File: config.mk
export PLATFORM = sky130hd
export DESIGN_NAME = rpc_classifier
export DESIGN_NICKNAME = d
export VERILOG_FILES = /design/src/rtl/rpc_pkg.sv /design/src/rtl/rpc_classifier.sv
export SDC_FILE = /design/constraint.sdc
export NUM_CORES = 1
export LEC_CHECK = 0
export BUFFER_PORTS_ARGS = -buffer_cell sky130_fd_sc_hd__buf_4
export CAP_MARGIN = 20
export CORE_ASPECT_RATIO = 2
export CORE_MARGIN = 3
export CORE_UTILIZATION = 63
export CTS_BUF_LIST = sky130_fd_sc_hd__clkbuf_8
export CTS_CLUSTER_SIZE = 16
export DETAILED_ROUTE_END_ITERATION = 10
export PLACE_DENSITY = 0.88
export SLEW_MARGIN = 10
export SYNTH_ARGS = -nofsm -noshare
export SYNTH_HDL_FRONTEND = slang
export SYNTH_SLANG_ARGS = --single-unit
File: constraint.sdc
create_clock -name clk -period 8.6 [get_ports clk]
set_input_delay 2.15 -clock clk [delete_from_list [all_inputs] [get_ports clk]]
set_output_delay 2.15 -clock clk [all_outputs]
set_load 0.005 [all_outputs]
File: src/rtl/rpc_pkg.sv
// What this block does
// - Bundle id from UDP source or destination port
// - Port check location: none, source, destination, reserved
// - Switch clear forwards to CPU, set drops
// - Switch 8: CPU-destination ethertype packets
// - Switch 7: pseudowire OAM packets
// - Switch 6: unknown bundle identifier packets
// - Switch 5: checked UDP port matches neither
// - Switch 4: IP protocol neither UDP nor L2TPv3
// - Switch 3: ARP target is our address
// - Switch 2: ethertype not IP, MPLS, ARP or CPU type, or destination MAC not the station address
// - Switch 1: IP destination not ours
// - Switch 0: ARP target not ours
// - Control low half holds station address 47:32
// - Two pseudowire UDP ports, reset 0x085e each
// - Low word joins upper half into 48 bits
// - CPU ethertype register resets to 0x0800
//
// Purpose: Shared constants of the receive classifier filter
// Assumes: 32-bit AXI4-Lite register access, byte addressed
// Notes:   Offsets are byte addresses
package rpc_pkg;
    // ----------------------------------------------------------------
    // Register offsets
    // ----------------------------------------------------------------
    localparam logic [7:0]  OFS_MAC_LOW    = 8'h40;
    localparam logic [7:0]  OFS_CONTROL    = 8'h44;
    localparam logic [7:0]  OFS_UDP_PORTS  = 8'h48;
    localparam logic [7:0]  OFS_MAC2_LOW   = 8'h4c;
    localparam logic [7:0]  OFS_CPU_ETYPE  = 8'h54;
    localparam logic [7:0]  OFS_STATUS     = 8'h80;
    // ----------------------------------------------------------------
    // Control word fields
    // ----------------------------------------------------------------
    localparam int          POS_LEN_MISMATCH = 28;
    localparam int          POS_BN_LOC       = 27;
    localparam int          POS_PORT_LOC     = 25;
    localparam int          POS_SWITCH       = 16;
    localparam logic [31:0] CONTROL_MASK     = 32'h1fff_ffff;
    // ----------------------------------------------------------------
    // Reset values
    // ----------------------------------------------------------------
    localparam logic [31:0] RST_MAC_LOW   = 32'h0000_0000;
    localparam logic [31:0] RST_CONTROL   = 32'h0000_0000;
    localparam logic [31:0] RST_UDP_PORTS = 32'h085e_085e;
    localparam logic [31:0] RST_MAC2_LOW  = 32'h0000_0000;
    localparam logic [15:0] RST_CPU_ETYPE = 16'h0800;
    // ----------------------------------------------------------------
    // Protocol codes and bus answers
    // ----------------------------------------------------------------
    localparam logic [15:0] ETYPE_IP      = 16'h0800;
    localparam logic [15:0] ETYPE_MPLS    = 16'h8847;
    localparam logic [15:0] ETYPE_ARP     = 16'h0806;
    localparam logic [7:0]  PROTO_UDP     = 8'h11;
    localparam logic [7:0]  PROTO_L2TP    = 8'h73;
    localparam logic [1:0]  RESP_OKAY     = 2'h0;
    localparam logic [1:0]  RESP_DECERR   = 2'h3;
    // Port check location codes
    typedef enum logic [1:0] {
        RPC_LOC_NONE = 2'h0,
        RPC_LOC_SRC  = 2'h1,
        RPC_LOC_DST  = 2'h2,
        RPC_LOC_RSVD = 2'h3
    } rpc_loc_t;
    // Switch indices
    localparam int SW_ARP_OTHER = 0;
    localparam int SW_IP_OTHER  = 1;
    localparam int SW_ETYPE     = 2;
    localparam int SW_ARP_OURS  = 3;
    localparam int SW_PROTO     = 4;
    localparam int SW_PORT      = 5;
    localparam int SW_BUNDLE    = 6;
    localparam int SW_OAM       = 7;
    localparam int SW_CPU_ETYPE = 8;
endpackage

File: src/rtl/rpc_classifier.sv
// Purpose: Receive packet classifier filter with AXI4-Lite registers
// Assumes: Header fields arrive parsed, one summary per frame
// Notes:   Verdict comes one clock after the header strobe
`timescale 1ns/10ps
module rpc_classifier (
    // Clock and reset
    input  wire logic        clk,
    input  wire logic        nrst,
    // AXI4-Lite write address
    input  wire logic [7:0]  s_axi_awaddr,
    input  wire logic        s_axi_awvalid,
    output logic             s_axi_awready,
    // AXI4-Lite write data
    input  wire logic [31:0] s_axi_wdata,
    input  wire logic [3:0]  s_axi_wstrb,
    input  wire logic        s_axi_wvalid,
    output logic             s_axi_wready,
    // AXI4-Lite write response
    output logic [1:0]       s_axi_bresp,
    output logic             s_axi_bvalid,
    input  wire logic        s_axi_bready,
    // AXI4-Lite read address
    input  wire logic [7:0]  s_axi_araddr,
    input  wire logic        s_axi_arvalid,
    output logic             s_axi_arready,
    // AXI4-Lite read data
    output logic [31:0]      s_axi_rdata,
    output logic [1:0]       s_axi_rresp,
    output logic             s_axi_rvalid,
    input  wire logic        s_axi_rready,
    // Parsed frame header from the MAC receive path
    input  wire logic        hdr_valid,
    input  wire logic        hdr_from_eth,
    input  wire logic [47:0] hdr_dst_mac,
    input  wire logic [15:0] hdr_ethertype,
    input  wire logic [7:0]  hdr_ip_proto,
    input  wire logic        hdr_ip_dst_ours,
    input  wire logic        hdr_arp_target_ours,
    input  wire logic [15:0] hdr_udp_src,
    input  wire logic [15:0] hdr_udp_dst,
    input  wire logic        hdr_bundle_known,
    input  wire logic        hdr_is_oam,
    // Verdict
    output logic             verdict_valid,
    output logic             verdict_keep,
    output logic             verdict_cpu,
    output logic             verdict_drop,
    output logic [15:0]      verdict_bundle_id
);
    // ----------------------------------------------------------------
    // Registers
    // ----------------------------------------------------------------
    logic [31:0] mac_low;
    logic [31:0] control;
    logic [31:0] udp_ports;
    logic [31:0] mac2_low;
    logic [15:0] cpu_etype;
    logic [7:0]  cnt_keep;
    logic [7:0]  cnt_cpu;
    logic [7:0]  cnt_drop;
    // Write path holding
    logic        aw_held;
    logic        w_held;
    logic [7:0]  aw_addr;
    logic [31:0] w_data;
    logic [3:0]  w_strb;
    logic        do_write;
    logic        wr_hit;
    // Field views
    logic [8:0]  switches;
    logic        bundle_id_port_select;
    logic [1:0]  port_check_location;
    logic [47:0] first_station_address;
    logic [15:0] pw_udp_port_a;
    logic [15:0] pw_udp_port_b;
    // Classification
    logic        next_keep;
    logic        next_cpu;
    logic        next_drop;
    logic [15:0] next_bundle;
    logic [15:0] checked_port;
    logic [31:0] next_rdata;
    logic [1:0]  next_rresp;

    // Byte-lane merge of a write into a register
    function automatic logic [31:0] merge(input logic [31:0] old, input logic [31:0] nw, input logic [3:0] strb);
        logic [31:0] res;
        res = old;
        for (int i = 0; i < 4; i++) begin
            if (strb[i]) begin
                res[i*8 +: 8] = nw[i*8 +: 8];
            end
        end
        return res;
    endfunction

    // ----------------------------------------------------------------
    // Field views of the control, station address and UDP port registers
    // ----------------------------------------------------------------
    assign switches     = control[rpc_pkg::POS_SWITCH +: 9];
    assign bundle_id_port_select = control[rpc_pkg::POS_BN_LOC];
    assign port_check_location   = control[rpc_pkg::POS_PORT_LOC +: 2];
    assign first_station_address = {control[15:0], mac_low};
    assign pw_udp_port_a         = udp_ports[15:0];
    assign pw_udp_port_b         = udp_ports[31:16];

    // ----------------------------------------------------------------
    // AXI4-Lite write channel
    // ----------------------------------------------------------------
    assign do_write = aw_held && w_held && !s_axi_bvalid;
    assign wr_hit   = (aw_addr == rpc_pkg::OFS_MAC_LOW) || (aw_addr == rpc_pkg::OFS_CONTROL)
                   || (aw_addr == rpc_pkg::OFS_UDP_PORTS) || (aw_addr == rpc_pkg::OFS_MAC2_LOW)
                   || (aw_addr == rpc_pkg::OFS_CPU_ETYPE) || (aw_addr == rpc_pkg::OFS_STATUS);

    // Address capture, taken in any order against data
    always_ff @(posedge clk or negedge nrst) begin
        if (!nrst) begin
            aw_held       <= 1'b0;
            aw_addr       <= 8'h00;
            s_axi_awready <= 1'b0;
        end else begin
            if (s_axi_awvalid && s_axi_awready) begin
                aw_held       <= 1'b1;
                aw_addr       <= {s_axi_awaddr[7:2], 2'h0};
                s_axi_awready <= 1'b0;
            end else if (do_write) begin
                aw_held <= 1'b0;
            end else begin
                s_axi_awready <= !aw_held && !s_axi_bvalid;
            end
        end
    end

    // Data capture
    always_ff @(posedge clk or negedge nrst) begin
        if (!nrst) begin
            w_held       <= 1'b0;
            w_data       <= 32'h0000_0000;
            w_strb       <= 4'h0;
            s_axi_wready <= 1'b0;
        end else begin
            if (s_axi_wvalid && s_axi_wready) begin
                w_held       <= 1'b1;
                w_data       <= s_axi_wdata;
                w_strb       <= s_axi_wstrb;
                s_axi_wready <= 1'b0;
            end else if (do_write) begin
                w_held <= 1'b0;
            end else begin
                s_axi_wready <= !w_held && !s_axi_bvalid;
            end
        end
    end

    // Write response after both halves
    always_ff @(posedge clk or negedge nrst) begin
        if (!nrst) begin
            s_axi_bvalid <= 1'b0;
            s_axi_bresp  <= rpc_pkg::RESP_OKAY;
        end else if (do_write) begin
            s_axi_bvalid <= 1'b1;
            s_axi_bresp  <= wr_hit ? rpc_pkg::RESP_OKAY : rpc_pkg::RESP_DECERR;
        end else if (s_axi_bready) begin
            s_axi_bvalid <= 1'b0;
        end
    end

    // Register storage; reserved control bits are never stored
    always_ff @(posedge clk or negedge nrst) begin
        if (!nrst) begin
            mac_low   <= rpc_pkg::RST_MAC_LOW;
            control   <= rpc_pkg::RST_CONTROL;
            udp_ports <= rpc_pkg::RST_UDP_PORTS;
            mac2_low  <= rpc_pkg::RST_MAC2_LOW;
            cpu_etype <= rpc_pkg::RST_CPU_ETYPE;
        end else if (do_write) begin
            unique case (aw_addr)
                rpc_pkg::OFS_MAC_LOW:   mac_low   <= merge(mac_low, w_data, w_strb);
                rpc_pkg::OFS_CONTROL:   control   <= merge(control, w_data, w_strb) & rpc_pkg::CONTROL_MASK;
                rpc_pkg::OFS_UDP_PORTS: udp_ports <= merge(udp_ports, w_data, w_strb);
                rpc_pkg::OFS_MAC2_LOW:  mac2_low  <= merge(mac2_low, w_data, w_strb);
                rpc_pkg::OFS_CPU_ETYPE: begin
                    cpu_etype <= 16'(merge({cpu_etype, 16'h0000}, w_data, w_strb) >> 16);
                end
                default: begin
                end
            endcase
        end
    end

    // ----------------------------------------------------------------
    // AXI4-Lite read channel
    // ----------------------------------------------------------------
    // Read mux; unmapped addresses answer zero with a decode error
    always_comb begin
        next_rdata = 32'h0000_0000;
        next_rresp = rpc_pkg::RESP_OKAY;
        unique case ({s_axi_araddr[7:2], 2'h0})
            rpc_pkg::OFS_MAC_LOW:   next_rdata = mac_low;
            rpc_pkg::OFS_CONTROL:   next_rdata = control;
            rpc_pkg::OFS_UDP_PORTS: next_rdata = udp_ports;
            rpc_pkg::OFS_MAC2_LOW:  next_rdata = mac2_low;
            rpc_pkg::OFS_CPU_ETYPE: next_rdata = {cpu_etype, 16'h0000};
            rpc_pkg::OFS_STATUS:    next_rdata = {8'h00, cnt_drop, cnt_cpu, cnt_keep};
            default:                next_rresp = rpc_pkg::RESP_DECERR;
        endcase
    end

    // Read handshake: one address in flight at a time
    always_ff @(posedge clk or negedge nrst) begin
        if (!nrst) begin
            s_axi_arready <= 1'b0;
            s_axi_rvalid  <= 1'b0;
            s_axi_rdata   <= 32'h0000_0000;
            s_axi_rresp   <= rpc_pkg::RESP_OKAY;
        end else begin
            if (s_axi_arvalid && s_axi_arready) begin
                s_axi_arready <= 1'b0;
                s_axi_rvalid  <= 1'b1;
                s_axi_rdata   <= next_rdata;
                s_axi_rresp   <= next_rresp;
            end else if (s_axi_rvalid) begin
                if (s_axi_rready) begin
                    s_axi_rvalid <= 1'b0;
                end
            end else begin
                s_axi_arready <= 1'b1;
            end
        end
    end

    // ----------------------------------------------------------------
    // Classification
    // ----------------------------------------------------------------
    // Bundle id and checked port selection
    assign next_bundle  = bundle_id_port_select ? hdr_udp_dst : hdr_udp_src;
    assign checked_port = (port_check_location == rpc_pkg::RPC_LOC_SRC) ? hdr_udp_src : hdr_udp_dst;

    // Class decision; a set switch drops, a clear one forwards to the CPU
    always_comb begin
        logic       divert;
        logic [3:0] sw;
        logic       port_bad;
        divert   = 1'b1;
        sw       = 4'h0;
        port_bad = 1'b0;
        if (port_check_location == rpc_pkg::RPC_LOC_SRC || port_check_location == rpc_pkg::RPC_LOC_DST) begin
            port_bad = (checked_port != pw_udp_port_a) && (checked_port != pw_udp_port_b);
        end
        if (hdr_from_eth && hdr_dst_mac != first_station_address) begin
            divert = 1'b1;
            sw     = 4'(rpc_pkg::SW_ETYPE);
        end else if (hdr_ethertype == rpc_pkg::ETYPE_ARP) begin
            sw = hdr_arp_target_ours ? 4'(rpc_pkg::SW_ARP_OURS)
                                     : 4'(rpc_pkg::SW_ARP_OTHER);
        end else if (hdr_ethertype == rpc_pkg::ETYPE_IP) begin
            if (!hdr_ip_dst_ours) begin
                sw = 4'(rpc_pkg::SW_IP_OTHER);
            end else if (hdr_ip_proto != rpc_pkg::PROTO_UDP && hdr_ip_proto != rpc_pkg::PROTO_L2TP) begin
                sw = 4'(rpc_pkg::SW_PROTO);
            end else if (hdr_ip_proto == rpc_pkg::PROTO_UDP && port_bad) begin
                sw = 4'(rpc_pkg::SW_PORT);
            end else if (hdr_is_oam) begin
                sw = 4'(rpc_pkg::SW_OAM);
            end else if (!hdr_bundle_known) begin
                sw = 4'(rpc_pkg::SW_BUNDLE);
            end else begin
                divert = 1'b0;
            end
        end else if (hdr_ethertype == rpc_pkg::ETYPE_MPLS) begin
            if (hdr_is_oam) begin
                sw = 4'(rpc_pkg::SW_OAM);
            end else if (!hdr_bundle_known) begin
                sw = 4'(rpc_pkg::SW_BUNDLE);
            end else begin
                divert = 1'b0;
            end
        end else if (hdr_ethertype == cpu_etype) begin
            sw = 4'(rpc_pkg::SW_CPU_ETYPE);
        end else begin
            sw = 4'(rpc_pkg::SW_ETYPE);
        end
        next_keep = !divert;
        next_drop = divert && switches[sw];
        next_cpu  = divert && !switches[sw];
    end

    // Verdict register, one per header strobe
    always_ff @(posedge clk or negedge nrst) begin
        if (!nrst) begin
            verdict_valid     <= 1'b0;
            verdict_keep      <= 1'b0;
            verdict_cpu       <= 1'b0;
            verdict_drop      <= 1'b0;
            verdict_bundle_id <= 16'h0000;
        end else begin
            verdict_valid <= hdr_valid;
            if (hdr_valid) begin
                verdict_keep      <= next_keep;
                verdict_cpu       <= next_cpu;
                verdict_drop      <= next_drop;
                verdict_bundle_id <= next_bundle;
            end
        end
    end

    // Wrapping verdict counters shown in the status word
    always_ff @(posedge clk or negedge nrst) begin
        if (!nrst) begin
            cnt_keep <= 8'h00;
            cnt_cpu  <= 8'h00;
            cnt_drop <= 8'h00;
        end else if (verdict_valid) begin
            cnt_keep <= cnt_keep + {7'h00, verdict_keep};
            cnt_cpu  <= cnt_cpu + {7'h00, verdict_cpu};
            cnt_drop <= cnt_drop + {7'h00, verdict_drop};
        end
    end

    // ----------------------------------------------------------------
    // Assertions
    // ----------------------------------------------------------------
    one_hot_a: assert property (@(posedge clk) disable iff (!nrst)
        verdict_valid |-> $onehot({verdict_keep, verdict_cpu, verdict_drop}))
        else $error("verdict is not exactly one of keep, cpu, drop");
    bundle_sel_a: assert property (@(posedge clk) disable iff (!nrst)
        hdr_valid |=> verdict_bundle_id == ($past(bundle_id_port_select) ? $past(hdr_udp_dst) : $past(hdr_udp_src)))
        else $error("bundle id taken from the wrong port");
    port_ignore_a: assert property (@(posedge clk) disable iff (!nrst)
        hdr_valid && port_check_location == rpc_pkg::RPC_LOC_NONE && hdr_ethertype == rpc_pkg::ETYPE_IP
        && hdr_ip_dst_ours && hdr_ip_proto == rpc_pkg::PROTO_UDP && !hdr_is_oam && hdr_bundle_known
        && !(hdr_from_eth && hdr_dst_mac != first_station_address) |=> verdict_keep)
        else $error("port check not skipped for code none");
    port_miss_a: assert property (@(posedge clk) disable iff (!nrst)
        hdr_valid && port_check_location == rpc_pkg::RPC_LOC_DST && hdr_ethertype == rpc_pkg::ETYPE_IP
        && hdr_ip_dst_ours && hdr_ip_proto == rpc_pkg::PROTO_UDP && hdr_udp_dst != pw_udp_port_a
        && hdr_udp_dst != pw_udp_port_b && !(hdr_from_eth && hdr_dst_mac != first_station_address)
        |=> verdict_drop == $past(switches[rpc_pkg::SW_PORT]) && !verdict_keep)
        else $error("port mismatch not routed by its switch");
    arp_ours_a: assert property (@(posedge clk) disable iff (!nrst)
        hdr_valid && hdr_ethertype == rpc_pkg::ETYPE_ARP && hdr_arp_target_ours
        && !(hdr_from_eth && hdr_dst_mac != first_station_address)
        |=> verdict_drop == $past(switches[rpc_pkg::SW_ARP_OURS]))
        else $error("ARP for our address misrouted");
    arp_other_a: assert property (@(posedge clk) disable iff (!nrst)
        hdr_valid && hdr_ethertype == rpc_pkg::ETYPE_ARP && !hdr_arp_target_ours
        && !(hdr_from_eth && hdr_dst_mac != first_station_address)
        |=> verdict_cpu == !$past(switches[rpc_pkg::SW_ARP_OTHER]))
        else $error("ARP for other address misrouted");
    ip_other_a: assert property (@(posedge clk) disable iff (!nrst)
        hdr_valid && hdr_ethertype == rpc_pkg::ETYPE_IP && !hdr_ip_dst_ours
        && !(hdr_from_eth && hdr_dst_mac != first_station_address)
        |=> verdict_drop == $past(switches[rpc_pkg::SW_IP_OTHER]))
        else $error("foreign IP destination misrouted");
    write_resp_a: assert property (@(posedge clk) disable iff (!nrst)
        do_write |=> s_axi_bvalid)
        else $error("write response missing after write");
    read_resp_a: assert property (@(posedge clk) disable iff (!nrst)
        s_axi_arvalid && s_axi_arready |=> s_axi_rvalid && s_axi_rdata == $past(next_rdata))
        else $error("read answer missing or wrong");
    ctrl_rsvd_a: assert property (@(posedge clk) disable iff (!nrst)
        control[31:29] == 3'h0)
        else $error("reserved control bits stored");
    keep_cover: cover property (@(posedge clk) disable iff (!nrst) verdict_valid && verdict_keep);
    cpu_cover: cover property (@(posedge clk) disable iff (!nrst) verdict_valid && verdict_cpu);
    drop_cover: cover property (@(posedge clk) disable iff (!nrst) verdict_valid && verdict_drop);
    wr_cover: cover property (@(posedge clk) disable iff (!nrst) do_write && aw_addr == rpc_pkg::OFS_CONTROL);
endmodule

### After elaboration in Yosys (flattened, before gate mapping)

Cells that the tools add are included.

| word-level totals | value |
|---|---|
| bits of input ports | 169 |
| RAM bits | 0 |
| latch bits | 0 |
| memory bits (read-only) | 0 |
| bits in registers | 270 |
| output and inout bits | 61 |
| word-level logic and storage cells | 158 |
| memories | 0 |

| cells by class | value |
|---|---|
| bitwise logic cells | 0 |
| shift-type cells | 0 |
| order comparisons | 1 |
| equality and inequality tests | 27 |
| multiply operators | 0 |
| div/mod/pow operators | 0 |
| add/subtract/negate cells | 3 |
| mux-type cells | 42 |
| reductions and logical operators | 46 |

Operators by type and width:

| kind | count |
|---|---|
| 32-bit one-hot mux with 6 select lines | 1 |
| 6-bit by 5-bit == test with 1-bit output (second input constant) | 10 |
| 3-bit AND reduction | 18 |
| 48-bit inequality test | 1 |
| 16-bit by 12-bit == test with 1-bit output (second input constant) | 2 |
| 16-bit 2-to-1 mux | 2 |
| 16-bit inequality test | 2 |
| 1-bit 2-to-1 mux | 25 |
| 8-bit by 1-bit adder with 8-bit output | 3 |
| 4-bit 2-to-1 mux | 5 |
| 16-bit == test | 1 |
| 16-bit == test (second input constant) | 1 |
| 3-bit 2-to-1 mux | 5 |
| 1-bit logical AND | 13 |
| 6-bit == test (second input constant) | 2 |
| 8-bit by 5-bit == test with 1-bit output (second input constant) | 1 |
| 8-bit by 5-bit inequality test with 1-bit output (second input constant) | 1 |
| 8-bit by 7-bit inequality test with 1-bit output (second input constant) | 1 |
| 1-bit logical OR | 6 |
| 2-bit 2-to-1 mux | 3 |
| 2-bit by 1-bit inequality test with 1-bit output (second input constant) | 3 |
| 2-bit nonzero test | 3 |
| 6-bit OR reduction | 1 |
| 1-bit logical NOT | 5 |
| other kinds (4) | 4 |

### Depth between registers and ports, before layout

| logic depth | value |
|---|---|
| depth after elaboration | 16 |
| gate-level depth with buffers | 14 |
| gate-level depth less buffers | 12 |

### Worst setup path after synthesis

No wires, ideal clock.

| timing path | value |
|---|---|
| kind | input-to-reg |
| start | input hdr_ethertype[3] |
| end | register verdict_cpu |
| setup slack | 4,180 ps |
| data required time | 8,465 ps |
| stages on the path | 10 |
| arrival time | 4,286 ps |
| setup time | 135 ps |
| path buffers | 0 |
| path through | or3_4 > nor2_1 > or4b_4 > a21boi_0 > and4_1 > nor3_2 > o311ai_4 > o2bb2a_4 > o31ai_4 > o22ai_1 |

| between the ends | value |
|---|---|
| word-level cells in the longest chain between the ends | 10 |
| elaborated cells between the ends (all ways) | 17 |
| classes of those cells | eq/ne: 4; mux: 11; reduce/logical: 2 |

Ends and longest elaborated chain:

| what | line | source |
|---|---|---|
| start, declared | rpc_classifier.sv:35 | `input wire logic [15:0] hdr_ethertype,` |
| 16-bit == test | rpc_classifier.sv:278 | `end else if (hdr_ethertype == cpu_etype) begin` |
| 4-bit 2-to-1 mux | rpc_classifier.sv:278 |  |
| 4-bit 2-to-1 mux | rpc_classifier.sv:270 | `end else if (hdr_ethertype == rpc_pkg::ETYPE_MPLS) begin` |
| 4-bit 2-to-1 mux | rpc_classifier.sv:256 | `end else if (hdr_ethertype == rpc_pkg::ETYPE_IP) begin` |
| 4-bit 2-to-1 mux | rpc_classifier.sv:253 | `end else if (hdr_ethertype == rpc_pkg::ETYPE_ARP) begin` |
| 4-bit 2-to-1 mux | rpc_classifier.sv:250 | `if (hdr_from_eth && hdr_dst_mac != first_station_address) begin` |
| 1-bit binary-select mux with 4-bit select | rpc_classifier.sv:285 | `next_cpu = divert && !switches[sw];` |
| 1-bit 2-to-1 mux (not written as such) | rpc_classifier.sv:285 |  |
| 1-bit logical NOT | rpc_classifier.sv:285 |  |
| 1-bit logical AND (*) | rpc_classifier.sv:285 |  |
| end signal, assigned | rpc_classifier.sv:300 | `verdict_cpu <= next_cpu;` |
| end, declared | rpc_classifier.sv:46 | `output logic verdict_cpu,` |

Every way passes the cells marked *; elsewhere a longest branch is shown, timed or not. The select of a mux whose other input is x is not followed.
A chain may end at the register's enable or synchronous reset.

### Worst setup path in the final report

| timing path | value |
|---|---|
| start | input hdr_ethertype[7] |
| end | register verdict_drop |

| between the ends | value |
|---|---|
| word-level cells in the longest chain between the ends | 9 |
| elaborated cells between the ends (all ways) | 16 |
| classes of those cells | eq/ne: 4; mux: 11; reduce/logical: 1 |

Ends and longest elaborated chain:

| what | line | source |
|---|---|---|
| 16-bit == test | rpc_classifier.sv:278 |  |
| 4-bit 2-to-1 mux | rpc_classifier.sv:278 |  |
| 4-bit 2-to-1 mux | rpc_classifier.sv:270 |  |
| 4-bit 2-to-1 mux | rpc_classifier.sv:256 |  |
| 4-bit 2-to-1 mux | rpc_classifier.sv:253 |  |
| 4-bit 2-to-1 mux | rpc_classifier.sv:250 |  |
| 1-bit binary-select mux with 4-bit select | rpc_classifier.sv:284 | `next_drop = divert && switches[sw];` |
| 1-bit 2-to-1 mux (not written as such) | rpc_classifier.sv:284 |  |
| 1-bit logical AND (*) | rpc_classifier.sv:284 |  |
| end signal, assigned | rpc_classifier.sv:301 | `verdict_drop <= next_drop;` |
| end, declared | rpc_classifier.sv:47 | `output logic verdict_drop,` |

Marked as above.

==> flow_summary.toml <==
[run_status]
outcome = "finished clean"

[clock_network]
cts_resized = 0
max-clock-path-buffers = 3
cts_tree = "done"
postCtsSetupRepairBufs = 0
cts_buffers = 37
cts_hold_buffers = 0
clk_latency_ps = 540
cts.reportedPaths.clkPinSlew_ps = 70
cts_sinks = 268
root_buffer = "clkbuf_8"
cts_max_level = 2

[worst_setup_path]
cp-start-kind = "primary input"
crit_fanout = 7
r2r_slack_ps = 4750
worstPathCellList = "buf_4 -> nor4_2 -> nand4_1 -> nor3_1 -> nand2b_1 -> o221ai_1 -> nor3_1 -> o211ai_1 -> o22ai_1 -> o31ai_4 -> a31o_1"
end_kind = "register"
rr_startpoint = "control[26]"
rr_worst_depth = 13
cpMaxStageDelayCell = "nor3_1"
arrival_ps = 4990
crit_top_cell = "nor3_1"
r2r_end = "verdict_drop"
worstPathRequired_ps = 9040
critPathMaxStageDelay_ps = 660
criticalPathCategory = "primary input to register"

[layout]
final_nets = 1496
synthToLayoutAreaGrowth_pct = 20.6
n_fill_cell = 1343
final_cell_mix = "255 x dfrtp_1, 232 x buf_4, 188 x mux2_2"
drive_gt1_share_pct = 38.7
final_common_cell = "dfrtp_1"

[synthesis]
synth.distinct_cells = 60
syn_nets = 1260
seq_area_frac_synth_pct = 51.2
ys_seq_elements = 268
ys.flop_type = "dfrtp_1"
avgSynthCellArea_um2 = 12.1
yosysWarnings = 0
async_flop_share_pct = 100
netlist_area_um2 = 13100
synth_edf_count = 0
syn_inst = 1084

[die]
start_util_pct = 64.1
die_width_um = 108
core_area_um2 = 20500
die_area_um2 = 22700
ios = 230
dieHeight_um = 210
rows = 74

[global_route]
grt.total_usage_pct = 35.4
grt_pass1_vias = 10800
grt_overflow = 0
grt_max_degree = 138
grt_pass1_wl_um = 60700
antenna_found_initial = 0

[placement]
gp_congestion = 0.935
io_buffers = 225
dp_hpwl_um = 29400

[power_and_ir_drop]
p_clk_share_pct = 24.3
pwr-share-seq_pct = 50.9
ir_drop_mv = 0.225
internal-power_uw = 2680
combinationalPowerShare_pct = 24.8
leakage_uw = 0.00742
power_density_nw_per_um2 = 257
power.switching_uw = 1390
p_sw_share_pct = 34.1

[detailed_routing]
dr.first_iter.drc_count = 826
via_count = 10200
wire_per_inst_um = 24.6
dr.pass1.iters = 8
final_antenna_net_count = 0
drc = 0
totalWireLength_um = 39700
via_per_inst = 6.33

[sta]
slew_viol_final = 0
finalCriticalPeriod_ps = 4560
tightest_slew_ps = 1100
finalCritPeriodShare_pct = 53.0
rsz0062_at_grt = "no"
setup_violations = 0
fin_setup_tns_ps = 0
fin_skew_ps = 29.7
fin_hold_ws_ps = 491
fmax_mhz = 219
hold_violations = 0
slew_headroom_pct = 26.5

[min_path]
worstHoldStart = "cnt_cpu[7]"
hold_class = "register to register"
min_to = "cnt_cpu[7]"
whs_path_depth = 1

[flow_run]
drv_cap = 0
==> through the flow <==
| stage | total power (uW) | worst slack (ps) | util, % | std cells | cell area (um^2) |
|---|---|---|---|---|---|
| global placement | 3000 | 3580 | 73.7 | 1546 | 15100 |
| CTS | 4040 | 4070 | 77.3 | 1611 | 15800 |
| finish | 4060 | 4040 | 77.4 | 1613 | 15800 |
| floorplan | 2560 | 4180 | - | 1084 | 13100 |
| global route | 4240 | 3820 | 77.3 | 1612 | 15800 |
| detailed placement | 3060 | 3520 | 73.7 | 1546 | 15100 |
==> how the worst max path moves through the flow <==
stage                     startpoint            to  slack (ps)  cells past startpoint
CTS                 hdr_ethertype[7]  verdict_drop        4070                     11
detailed placement  hdr_ethertype[7]  verdict_drop        3520                     11
global route        hdr_ethertype[7]   verdict_cpu        3820                     11
finish              hdr_ethertype[7]  verdict_drop        4040                     11
global placement    hdr_ethertype[7]   verdict_cpu        3580                     11
floorplan           hdr_ethertype[3]   verdict_cpu        4180                     10
==> state kept, by name, indices dropped and copies added (netlist names), 4 cells and up <==
register           cells
w_strb                 4
control               29
mac2_low              32
udp_ports             32
cnt_drop               8
cnt_cpu                8
mac_low               32
aw_addr                6
w_data                32
cnt_keep               8
verdict_bundle_id     16
cpu_etype             16
s_axi_rdata           32
==> power by group through the flow <==
stage / Combinational [uW] / Clock (uW) / Sequential (uW)
6_report: 1010 / 986 / 2070
5_1_grt: 1090 / 1050 / 2100
4_1_cts: 1010 / 990 / 2050
3_5_place_dp: 997 / 0 / 2070
3_3_place_gp: 956 / 0 / 2040
2_1_floorplan: 681 / 0 / 1880
==> Yosys cell counts, types with 2 or more instances <==
cell type / n / share of area, %
nand2_1: 87 / 2.5
a211o_1: 2 / 0.13
dfrtp_1: 255 / 49
dfstp_2: 13 / 2.6
buf_1: 4 / 0.11
o21ai_0: 48 / 1.8
a21boi_0: 2 / 0.11
o22ai_1: 3 / 0.14
nor3b_1: 3 / 0.17
xor2_1: 70 / 4.7
nor3_1: 11 / 0.42
nand2b_1: 3 / 0.14
xnor2_1: 44 / 2.9
mux2i_2: 2 / 0.21
and4_1: 3 / 0.20
nor4_1: 22 / 1.0
mux2i_1: 47 / 3.6
nor2_1: 56 / 1.6
nor2b_1: 5 / 0.24
and2_1: 3 / 0.14
nor4_2: 8 / 0.76
o21a_1: 2 / 0.11
inv_1: 15 / 0.43
buf_4: 2 / 0.11
mux2i_4: 6 / 1.0
a21oi_1: 24 / 0.92
and2_0: 2 / 0.095
a221oi_1: 31 / 2.1
o2111ai_1: 2 / 0.13
a222oi_1: 11 / 0.84
nand3_1: 10 / 0.38
clkbuf_1: 30 / 0.86
ha_1: 7 / 0.67
a31oi_1: 14 / 0.67
nand4_1: 19 / 0.91
a21o_1: 4 / 0.23
and3_1: 3 / 0.14
mux2_2: 188 / 16
nand4_2: 2 / 0.19
==> logic make-up after synthesis <==
family | after synthesis | synth area share, %
flops | 268 | 51.2
simple gates | 246 | 9.60
mux | 243 | 21.0
compound gates | 153 | 8.21
xor+xnor | 114 | 7.61
buf+inv | 53 | 1.75
fa+ha+maj | 7 | 0.667
==> worst max-delay path, delay by kind of cell <==
kind,cells,cell delay (ps)
AO/OA/AOI/OAI,5,850
buffers and inverters,1,130
AND/OR/NAND/NOR,5,1860
==> area by class of cell <==
class	instances	area [um^2]	share of cell area, %
clock inverter	18	81.3	0.514
sequential	268	6720	42.5
multi-input combinational	763	6190	39.1
timing repair buffer	235	1790	11.3
antenna	1	2.50	0.0158
clock buffer	47	647	4.09
inverter	15	56.3	0.356
tap	266	333	2.10
==> layer usage <==
metal	vias to the layer above	GRT usage, %	routed length (um)
li1	4424	-	-
met1	5069	39.4	13200
met4	0	25.9	3540
met2	541	60.8	20600
met5	-	0	0
met3	181	4.84	2350
(Power assumes the default switching activity.)
